===== src/design/txdrv_params.svh =====
`ifndef TXDRV_PARAMS_SVH
`define TXDRV_PARAMS_SVH
// Operation
// RULE1: Bit 7 of driver mode inverts the second driver pin.
// RULE2: Bit 6 of driver mode inverts the first driver pin.
// RULE3: Bit 3 of driver mode enables both driver pins together.
// RULE4: Bits 2..0 select open-drain, push-pull, high impedance, fixed high or low.
// RULE5: Software never writes clock mode codes 011b or 110b.
// RULE6: Bits 7..6 reduce carrier level by 100, 250, 500 or 1000 mV.
// RULE7: Maximum carrier bit forces full amplitude, ignoring the reduction field.
// RULE8: Bits 4..0 of amplitude set the residual carrier percentage.
// RULE9: Bits 7..4 of control give overshoot modulation length in carrier clocks.
// RULE10: Control bit 2 inverts the selected modulation signal.
// RULE11: Source select: 00 none, 01 internal envelope, 10 external input.
// RULE12: Reserved source code 11 behaves as no modulation.

// ----------------------------------------
// Register indices; byte address is four times the index
// ----------------------------------------
`define DRIVER_MODE_INDEX 6'h28
`define TRANSMIT_AMPLITUDE_INDEX 6'h29
`define TRANSMIT_CONTROL_INDEX 6'h2A
`define DRIVER_MODE_ADDR {`DRIVER_MODE_INDEX, 2'b00}
`define TRANSMIT_AMPLITUDE_ADDR {`TRANSMIT_AMPLITUDE_INDEX, 2'b00}
`define TRANSMIT_CONTROL_ADDR {`TRANSMIT_CONTROL_INDEX, 2'b00}

// ----------------------------------------
// Reset values and writable masks
// ----------------------------------------
`define DRIVER_MODE_RESET 8'h00
`define TRANSMIT_AMPLITUDE_RESET 8'h00
`define TRANSMIT_CONTROL_RESET 8'h00
`define DRIVER_MODE_MASK 8'hCF
`define TRANSMIT_AMPLITUDE_MASK 8'hDF
`define TRANSMIT_CONTROL_MASK 8'hFF

// ----------------------------------------
// Field positions
// ----------------------------------------
`define SECOND_PIN_INVERT_BIT 7
`define FIRST_PIN_INVERT_BIT 6
`define DRIVER_OUTPUT_ENABLE_BIT 3
`define MAX_CARRIER_BIT 3
`define MODULATION_INVERT_BIT 2
`endif


===== src/design/txdrv_pkg.sv =====
package txdrv_pkg;
    typedef enum logic [2:0] {
        MODE_OPEN_DRAIN = 3'h0,
        MODE_PUSH_PULL = 3'h1,
        MODE_HIGH_Z = 3'h2,
        MODE_BAD_3 = 3'h3,
        MODE_FIXED_HIGH = 3'h4,
        MODE_FIXED_LOW = 3'h5,
        MODE_BAD_6 = 3'h6,
        MODE_IDLE = 3'h7
    } clock_mode_t;
    typedef enum logic [1:0] {
        SRC_NONE = 2'h0,
        SRC_ENVELOPE = 2'h1,
        SRC_EXTERNAL = 2'h2,
        SRC_RESERVED = 2'h3
    } mod_source_t;
    typedef enum logic [1:0] {
        DROP_100MV = 2'h0,
        DROP_250MV = 2'h1,
        DROP_500MV = 2'h2,
        DROP_1000MV = 2'h3
    } level_drop_t;
endpackage


===== src/design/overshoot_timer.sv =====
`timescale 1ns/100ps
// ----------------------------------------
// Extends modulation by a count of carrier clocks
// ----------------------------------------
module overshoot_timer #(
    parameter int LEN_W = 4
) (
    input wire logic clk,
    input wire logic nrst,
    input wire logic carrier_tick,
    input wire logic mod_in,
    input wire logic [LEN_W-1:0] length,
    output logic mod_out
);
    logic mod_prev_reg;
    logic [LEN_W-1:0] count_reg;

    always_ff @(posedge clk)
    begin
        if (!nrst)
            mod_prev_reg <= 1'b0;
        else
            mod_prev_reg <= mod_in;
    end

    // Falling edge of modulation loads the extension count
    always_ff @(posedge clk)
    begin
        if (!nrst)
            count_reg <= '0;
        else if (mod_prev_reg && !mod_in)
            count_reg <= length; // RULE9
        else if (carrier_tick && count_reg != '0)
            count_reg <= count_reg - 1'b1;
    end

    // Falling cycle is covered before the count loads, so no gap appears
    assign mod_out = mod_in || (count_reg != '0) || (mod_prev_reg && length != '0);

    property p_ext_load;
        @(posedge clk) disable iff (!nrst)
        (mod_prev_reg && !mod_in && length != '0) |-> mod_out ##1 mod_out;
    endproperty
    a_ext_load: assert property (p_ext_load) else $error("overshoot not extended"); // RULE9

    property p_ext_zero;
        @(posedge clk) disable iff (!nrst)
        (mod_prev_reg && !mod_in && length == '0) |=> (mod_out == mod_in);
    endproperty
    a_ext_zero: assert property (p_ext_zero) else $error("zero length extended modulation"); // RULE9
endmodule


===== src/design/txdrv_config.sv =====
// Register access over AXI4-Lite is this design's own decision.
`timescale 1ns/100ps
`include "txdrv_params.svh"
module txdrv_config (
    input wire logic clk,
    input wire logic nrst,
    input wire logic [7:0] s_axi_awaddr,
    input wire logic s_axi_awvalid,
    output logic s_axi_awready,
    input wire logic [31:0] s_axi_wdata,
    input wire logic [3:0] s_axi_wstrb,
    input wire logic s_axi_wvalid,
    output logic s_axi_wready,
    output logic [1:0] s_axi_bresp,
    output logic s_axi_bvalid,
    input wire logic s_axi_bready,
    input wire logic [7:0] s_axi_araddr,
    input wire logic s_axi_arvalid,
    output logic s_axi_arready,
    output logic [31:0] s_axi_rdata,
    output logic [1:0] s_axi_rresp,
    output logic s_axi_rvalid,
    input wire logic s_axi_rready,
    input wire logic carrier_in,
    input wire logic carrier_tick,
    input wire logic internal_transmit_envelope,
    input wire logic external_signal_input,
    output logic first_driver_pin_o,
    output logic first_driver_pin_oe_n,
    output logic second_driver_pin_o,
    output logic second_driver_pin_oe_n,
    output logic carrier_max,
    output txdrv_pkg::level_drop_t carrier_level_reduction,
    output logic [4:0] residual_carrier,
    output logic modulation_active
);
    import txdrv_pkg::*;

    // ----------------------------------------
    // Register storage
    // ----------------------------------------
    logic [7:0] driver_mode_reg;
    logic [7:0] transmit_amplitude_reg;
    logic [7:0] transmit_control_reg;

    // ----------------------------------------
    // AXI4-Lite write path
    // ----------------------------------------
    logic aw_held_reg;
    logic w_held_reg;
    logic [7:0] awaddr_reg;
    logic [7:0] wdata_reg;
    logic wlane_reg;
    logic do_write;
    logic wr_hit;

    function automatic logic addr_hit(input logic [7:0] a);
        addr_hit = (a == `DRIVER_MODE_ADDR) || (a == `TRANSMIT_AMPLITUDE_ADDR)
            || (a == `TRANSMIT_CONTROL_ADDR);
    endfunction

    function automatic logic [7:0] aligned(input logic [7:0] a);
        aligned = {a[7:2], 2'b00};
    endfunction

    assign s_axi_awready = !aw_held_reg && !s_axi_bvalid;
    assign s_axi_wready = !w_held_reg && !s_axi_bvalid;
    assign do_write = aw_held_reg && w_held_reg && !s_axi_bvalid;
    assign wr_hit = addr_hit(awaddr_reg);

    always_ff @(posedge clk)
    begin
        if (!nrst)
        begin
            aw_held_reg <= 1'b0;
            awaddr_reg <= 8'h00;
        end
        else if (s_axi_awvalid && s_axi_awready)
        begin
            aw_held_reg <= 1'b1;
            awaddr_reg <= s_axi_awaddr;
        end
        else if (do_write)
            aw_held_reg <= 1'b0;
    end

    // Each register is one aligned word held in byte lane 0
    always_ff @(posedge clk)
    begin
        if (!nrst)
        begin
            w_held_reg <= 1'b0;
            wdata_reg <= 8'h00;
            wlane_reg <= 1'b0;
        end
        else if (s_axi_wvalid && s_axi_wready)
        begin
            w_held_reg <= 1'b1;
            wdata_reg <= s_axi_wdata[7:0];
            wlane_reg <= s_axi_wstrb[0];
        end
        else if (do_write)
            w_held_reg <= 1'b0;
    end

    always_ff @(posedge clk)
    begin
        if (!nrst)
        begin
            s_axi_bvalid <= 1'b0;
            s_axi_bresp <= 2'h0;
        end
        else if (do_write)
        begin
            s_axi_bvalid <= 1'b1;
            s_axi_bresp <= wr_hit ? 2'h0 : 2'h2;
        end
        else if (s_axi_bready)
            s_axi_bvalid <= 1'b0;
    end

    always_ff @(posedge clk)
    begin
        if (!nrst)
        begin
            driver_mode_reg <= `DRIVER_MODE_RESET;
            transmit_amplitude_reg <= `TRANSMIT_AMPLITUDE_RESET;
            transmit_control_reg <= `TRANSMIT_CONTROL_RESET;
        end
        else if (do_write && wlane_reg)
        begin
            case (awaddr_reg)
                `DRIVER_MODE_ADDR: driver_mode_reg <= wdata_reg & `DRIVER_MODE_MASK;
                `TRANSMIT_AMPLITUDE_ADDR: transmit_amplitude_reg <= wdata_reg & `TRANSMIT_AMPLITUDE_MASK;
                `TRANSMIT_CONTROL_ADDR: transmit_control_reg <= wdata_reg & `TRANSMIT_CONTROL_MASK;
                default: ;
            endcase
        end
    end

    // ----------------------------------------
    // AXI4-Lite read path
    // ----------------------------------------
    logic [7:0] rd_byte;

    assign s_axi_arready = !s_axi_rvalid;

    always_comb
    begin
        case (s_axi_araddr)
            `DRIVER_MODE_ADDR: rd_byte = driver_mode_reg;
            `TRANSMIT_AMPLITUDE_ADDR: rd_byte = transmit_amplitude_reg;
            `TRANSMIT_CONTROL_ADDR: rd_byte = transmit_control_reg;
            default: rd_byte = 8'h00;
        endcase
    end

    always_ff @(posedge clk)
    begin
        if (!nrst)
        begin
            s_axi_rvalid <= 1'b0;
            s_axi_rdata <= 32'h00000000;
            s_axi_rresp <= 2'h0;
        end
        else if (s_axi_arvalid && s_axi_arready)
        begin
            s_axi_rvalid <= 1'b1;
            s_axi_rdata <= {24'h000000, rd_byte};
            s_axi_rresp <= addr_hit(s_axi_araddr) ? 2'h0 : 2'h2;
        end
        else if (s_axi_rready)
            s_axi_rvalid <= 1'b0;
    end

    // ----------------------------------------
    // Modulation source and overshoot
    // ----------------------------------------
    mod_source_t src;
    logic mod_sel;
    logic mod_raw;
    logic mod_ext;

    assign src = mod_source_t'(transmit_control_reg[1:0]);

    always_comb
    begin
        case (src)
            SRC_NONE: mod_sel = 1'b0; // RULE11
            SRC_ENVELOPE: mod_sel = internal_transmit_envelope; // RULE11
            SRC_EXTERNAL: mod_sel = external_signal_input; // RULE11
            default: mod_sel = 1'b0; // RULE12
        endcase
    end

    // Inversion only applies when a real source is chosen
    assign mod_raw = (src == SRC_ENVELOPE || src == SRC_EXTERNAL)
        ? (mod_sel ^ transmit_control_reg[`MODULATION_INVERT_BIT]) : 1'b0; // RULE10 RULE12

    overshoot_timer #(
        .LEN_W(4)
    ) u_overshoot (
        .clk(clk),
        .nrst(nrst),
        .carrier_tick(carrier_tick),
        .mod_in(mod_raw),
        .length(transmit_control_reg[7:4]),
        .mod_out(mod_ext)
    );

    // ----------------------------------------
    // Driver outputs
    // ----------------------------------------
    clock_mode_t cmode;
    logic en;
    logic drv1;
    logic drv2;
    logic o_lvl;
    logic oe_act;

    assign cmode = clock_mode_t'(driver_mode_reg[2:0]);
    assign en = driver_mode_reg[`DRIVER_OUTPUT_ENABLE_BIT];

    // Unsupported codes fall to high impedance; software keeps them out
    always_comb
    begin
        o_lvl = carrier_in;
        oe_act = 1'b0;
        case (cmode)
            MODE_OPEN_DRAIN:
            begin
                o_lvl = 1'b0;
                oe_act = !carrier_in; // RULE4
            end
            MODE_PUSH_PULL:
            begin
                o_lvl = carrier_in;
                oe_act = 1'b1; // RULE4
            end
            MODE_HIGH_Z: oe_act = 1'b0; // RULE4
            MODE_FIXED_HIGH:
            begin
                o_lvl = 1'b1;
                oe_act = 1'b1; // RULE4
            end
            MODE_FIXED_LOW:
            begin
                o_lvl = 1'b0;
                oe_act = 1'b1; // RULE4
            end
            default: oe_act = 1'b0; // RULE5
        endcase
    end

    assign drv1 = o_lvl ^ driver_mode_reg[`FIRST_PIN_INVERT_BIT]; // RULE2
    assign drv2 = o_lvl ^ driver_mode_reg[`SECOND_PIN_INVERT_BIT]; // RULE1

    always_ff @(posedge clk)
    begin
        if (!nrst)
        begin
            first_driver_pin_o <= 1'b0;
            second_driver_pin_o <= 1'b0;
            first_driver_pin_oe_n <= 1'b1;
            second_driver_pin_oe_n <= 1'b1;
        end
        else
        begin
            first_driver_pin_o <= drv1;
            second_driver_pin_o <= drv2;
            first_driver_pin_oe_n <= !(en && oe_act); // RULE3
            second_driver_pin_oe_n <= !(en && oe_act); // RULE3
        end
    end

    // ----------------------------------------
    // Amplitude controls
    // ----------------------------------------
    always_ff @(posedge clk)
    begin
        if (!nrst)
        begin
            carrier_max <= 1'b0;
            carrier_level_reduction <= DROP_100MV;
            residual_carrier <= 5'h00;
            modulation_active <= 1'b0;
        end
        else
        begin
            carrier_max <= transmit_control_reg[`MAX_CARRIER_BIT]; // RULE7
            // Reduction forced to the smallest drop while maximum is set
            carrier_level_reduction <= transmit_control_reg[`MAX_CARRIER_BIT]
                ? DROP_100MV : level_drop_t'(transmit_amplitude_reg[7:6]); // RULE6 RULE7
            residual_carrier <= transmit_amplitude_reg[4:0]; // RULE8
            modulation_active <= mod_ext;
        end
    end

    // ----------------------------------------
    // Checks
    // ----------------------------------------
    property p_enable_both;
        @(posedge clk) disable iff (!nrst)
        !driver_mode_reg[3] |=> (first_driver_pin_oe_n && second_driver_pin_oe_n);
    endproperty
    a_enable_both: assert property (p_enable_both) else $error("pin driven while disabled"); // RULE3

    property p_same_enable;
        @(posedge clk) disable iff (!nrst)
        first_driver_pin_oe_n == second_driver_pin_oe_n;
    endproperty
    a_same_enable: assert property (p_same_enable) else $error("pin enables differ"); // RULE3

    property p_inv_pins;
        @(posedge clk) disable iff (!nrst)
        1'b1 |=> (first_driver_pin_o ^ second_driver_pin_o) == ($past(driver_mode_reg[7]) ^ $past(driver_mode_reg[6]));
    endproperty
    a_inv_pins: assert property (p_inv_pins) else $error("pin inversion wrong"); // RULE1

    property p_inv_first;
        @(posedge clk) disable iff (!nrst)
        ($past(cmode) == MODE_FIXED_HIGH) |-> first_driver_pin_o == !$past(driver_mode_reg[6]);
    endproperty
    a_inv_first: assert property (p_inv_first) else $error("first pin inversion wrong"); // RULE2

    property p_push_pull;
        @(posedge clk) disable iff (!nrst)
        (cmode == MODE_PUSH_PULL && en) |=> !first_driver_pin_oe_n;
    endproperty
    a_push_pull: assert property (p_push_pull) else $error("push-pull not driven"); // RULE4

    property p_max;
        @(posedge clk) disable iff (!nrst)
        transmit_control_reg[3] |=> (carrier_max && carrier_level_reduction == DROP_100MV);
    endproperty
    a_max: assert property (p_max) else $error("maximum carrier not applied"); // RULE7

    property p_level;
        @(posedge clk) disable iff (!nrst)
        !transmit_control_reg[3] |=> carrier_level_reduction == $past(transmit_amplitude_reg[7:6]);
    endproperty
    a_level: assert property (p_level) else $error("level reduction wrong"); // RULE6

    property p_resid;
        @(posedge clk) disable iff (!nrst)
        1'b1 |=> residual_carrier == $past(transmit_amplitude_reg[4:0]);
    endproperty
    a_resid: assert property (p_resid) else $error("residual carrier wrong"); // RULE8

    property p_no_mod;
        @(posedge clk) disable iff (!nrst)
        (src == SRC_NONE || src == SRC_RESERVED) |-> !mod_raw;
    endproperty
    a_no_mod: assert property (p_no_mod) else $error("modulation without source"); // RULE11 RULE12

    property p_invert;
        @(posedge clk) disable iff (!nrst)
        (src == SRC_ENVELOPE) |-> mod_raw == (internal_transmit_envelope ^ transmit_control_reg[2]);
    endproperty
    a_invert: assert property (p_invert) else $error("modulation inversion wrong"); // RULE10
endmodule


===== config.mk =====
export PLATFORM = sky130hd
export DESIGN_NAME = txdrv_config
export DESIGN_NICKNAME = d
export VERILOG_FILES = /design/src/design/txdrv_pkg.sv /design/src/design/overshoot_timer.sv /design/src/design/txdrv_config.sv
export VERILOG_INCLUDE_DIRS = /design/src /design/src/design
export SDC_FILE = /design/constraint.sdc
export NUM_CORES = 1
export LEC_CHECK = 0
export BUFFER_PORTS_ARGS = -buffer_cell sky130_fd_sc_hd__buf_4
export CAP_MARGIN = 20
export CORE_UTILIZATION = 34
export CTS_CLUSTER_SIZE = 25
export DETAILED_ROUTE_END_ITERATION = 8
export MAX_ROUTING_LAYER = met4
export RECOVER_POWER = 50
export SLEW_MARGIN = 0
export SYNTH_ARGS = -nofsm -noshare
export SYNTH_HDL_FRONTEND = slang
export SYNTH_SLANG_ARGS = --single-unit

===== constraint.sdc =====
create_clock -name clk -period 2.6 [get_ports clk]
set_input_delay 0.26 -clock clk [delete_from_list [all_inputs] [get_ports clk]]
set_output_delay 0.26 -clock clk [all_outputs]
set_load 0.005 [all_outputs]

==> impl_metrics.toml <==
[place]
place_congestion = 0.787
portBuffers = 63
place_hpwl_um = 4660
post_dp_cell_area_um2 = 3480
dp.cells = 491
dp_slack_ns = 0.611

[cts]
htreeDepth = 3
cts_tree = "built"
path_clk_slew_ns = 0.07
cts_root_buffer = "clkbuf_8"
hold_buffers = 0
cts_max_path_buffers = 2
cts_setup_buffers = 0
cts_buffers = 9
cts-resized-gates = 0
clk_latency_ns = 0.33
cts.sinks = 69

[layout]
drive_gt1_frac = 0.201
fill_cells = 835
finalNetCount = 463
syn2layout_area_growth_pct = 21.3
n_antenna_cell = 0
fin_cells = 507
finish.instance_area_um2 = 3640

[synthesis]
yosysSeqAreaShare = 0.461
synthArstFlopShare = 0
synth_warnings = 0
synth_top_family_by_area = "simple AND/OR/NAND/NOR gates"
synth_simple_gate_area_share = 0.213
ys.flop_type = "dfxtp_1"
synthAdderAreaFrac = 0.0125
synthMuxAreaShare = 0.104
syn_area_um2 = 3000
synth_xor_area_frac = 0.00292
synth_compound_area_frac = 0.111
avgSynthCellArea_um2 = 9.00
synth_edf_count = 0
synth_cell_types = 44
synth_cells = 333
ys_ff_latch = 69

[setup_path]
critical_path_required_ns = 2.79
crit_path_start_kind = "register"
cp_max_fo = 6
critPathCaptureType = "register"
reg2reg_depth = 4
critical_path_arrival_ns = 2.23
worstSetupPathType = "register to register"

[sta]
setup_slack_ns = 0.566
finalHoldViolCount = 0
period_needed_ns = 2.03
final_max_slew_viol_count = 0
fin_setup_tns_ns = 0
layout_worst_path_cycle_share = 0.782
skew_ns = 0.00582
worst_slew_pin_slew_ns = 1.12
max_freq_mhz = 492
setup_viol = 0
rsz0062_at_grt = "no"
slew_headroom = 0.256

[route]
drc_errors = 0
routed_wirelength_um = 6120
vias = 2326
wl_per_cell_um = 12.1
firstDrtPassIters = 4
viasPerCell = 4.59
postRouteAntennaNets = 0
drtIter0Drc = 94

[floorplanning]
chipWidth_um = 95.9
rows = 33
die_h_um = 95.9
ios = 117
start_util = 0.358
core_area_um2 = 8380
dieArea_um2 = 9190

[hold_path]
min_path_type = "primary input to register"
hold_depth = 2

[power_and_ir_drop]
ir_drop_mv = 0.363
power.density_nw_per_um2 = 598
p_leak_nw = 1.50

[status]
status = "completed"

[global_routing]
track_usage = 0.148
grt_pass1_wl_um = 10000
grt_max_degree = 28
grt_overflow_total = 0
antenna_found_initial = 0
grt_pass1_vias = 2035

[job]
maxCapViolCount = 0
-- power by group --
part / internal [mW] / leakage [nW] / switching [mW]
Clock: 0.397 / 0.0857 / 0.373
Sequential: 1.10 / 0.560 / 0.0367
Combinational: 0.126 / 0.858 / 0.138
Total: 1.63 / 1.50 / 0.548
-- cells in the final DEF, fill, tap and decap left out, types with 2 or more instances in the layout --
master / Yosys / routed
dfxtp_1: 69 / 69
nor3b_1: 4 / 4
nand2_1: 55 / 55
a21oi_1: 23 / 23
a211oi_1: 2 / 2
buf_4: 27 / 39
nand3b_1: 2 / 2
mux2i_1: 30 / 30
nor3_1: 5 / 5
ha_1: 3 / 3
clkinvlp_4: 0 / 2
a311oi_1: 2 / 2
nand3_1: 2 / 2
nor4_4: 2 / 2
o21ai_0: 7 / 7
and2_0: 0 / 2
clkbuf_8: 0 / 11
nor2b_1: 7 / 7
a22o_1: 6 / 6
a221oi_1: 2 / 2
clkbuf_1: 8 / 7
conb_1: 1 / 26
a21boi_0: 2 / 2
nor2_1: 31 / 31
nand2b_1: 3 / 3
inv_1: 9 / 9
clkbuf_4: 0 / 23
and2_1: 9 / 7
-- worst max-delay path, cell delays in order, from the launching register on --
cell	delay, ns
dfxtp_1	0.31
or4b_4	0.59
or4_1	0.70
mux2i_1	0.23
nor2_1	0.05
-- area by class of cell --
| cell class | count | area, um2 | area share |
|---|---|---|---|
| Clock inverter | 3 | 20.0 | 0.00551 |
| Timing Repair Buffer | 67 | 484 | 0.133 |
| Inverter | 9 | 33.8 | 0.00929 |
| Tap cell | 105 | 131 | 0.0361 |
| Multi-Input combinational cell | 241 | 1430 | 0.392 |
| Sequential cell | 69 | 1380 | 0.380 |
| Clock buffer | 13 | 159 | 0.0437 |
-- metal layers --
metal | GRT usage | vias to the layer above | part of all wire
met1 | 0.194 | 1052 | 0.48
met2 | 0.216 | 65 | 0.46
li1 | - | 1205 | -
met5 | - | - | 0
met4 | 0.0373 | 0 | 0.0078
met3 | 0.0506 | 4 | 0.055
-- stage by stage --
stage | power, mW | hold slack [ns] | utilization
3_3_place_gp | 1.43 | 0.443 | 0.415
3_5_place_dp | 1.44 | 0.453 | 0.415
2_1_floorplan | 1.36 | 0.359 | -
6_report | 2.18 | 0.0999 | 0.434
5_1_grt | 2.30 | 0.0952 | 0.434
4_1_cts | 2.21 | 0.0841 | 0.436
-- Yosys cell counts (2+ instances only) --
| cell | number | area, um2 |
|---|---|---|
| a211oi_1 | 2 | 15.0 |
| a21boi_0 | 2 | 15.0 |
| a21oi_1 | 23 | 115 |
| a221oi_1 | 2 | 17.5 |
| a22o_1 | 6 | 52.6 |
| a311oi_1 | 2 | 17.5 |
| and2_1 | 9 | 56.3 |
| buf_1 | 3 | 11.3 |
| buf_4 | 27 | 203 |
| clkbuf_1 | 8 | 30.0 |
| dfxtp_1 | 69 | 1380 |
| ha_1 | 3 | 37.5 |
| inv_1 | 9 | 33.8 |
| mux2i_1 | 30 | 300 |
| nand2_1 | 55 | 206 |
| nand2b_1 | 3 | 18.8 |
| nand3_1 | 2 | 10.0 |
| nand3b_1 | 2 | 15.0 |
| nor2_1 | 31 | 116 |
| nor2b_1 | 7 | 43.8 |
| nor3_1 | 5 | 25.0 |
| nor3b_1 | 4 | 30.0 |
| nor4_4 | 2 | 42.5 |
| o21ai_0 | 7 | 35.0 |
-- path summary, 6_finish.rpt --
check / from / end / slack, ns
setup reg to reg: awaddr_reg[0] / driver_mode_reg[7] / 0.57
setup / recovery: awaddr_reg[0] / driver_mode_reg[7] / 0.57
hold reg to reg: wdata_reg[5] / wdata_reg[5] / 0.45
hold / removal: s_axi_rready / s_axi_rvalid / 0.1
-- cells by family (layout without fill, tap and decap cells) --
family / Yosys count / count (layout)
flops: 69 / 69
other cells: 1 / 26
compound gates: 52 / 52
fa+ha+maj: 3 / 3
mux: 31 / 31
xor+xnor: 1 / 1
buf+inv: 48 / 92
simple gates: 128 / 128
Note: power is estimated with default switching activity, not from simulation.
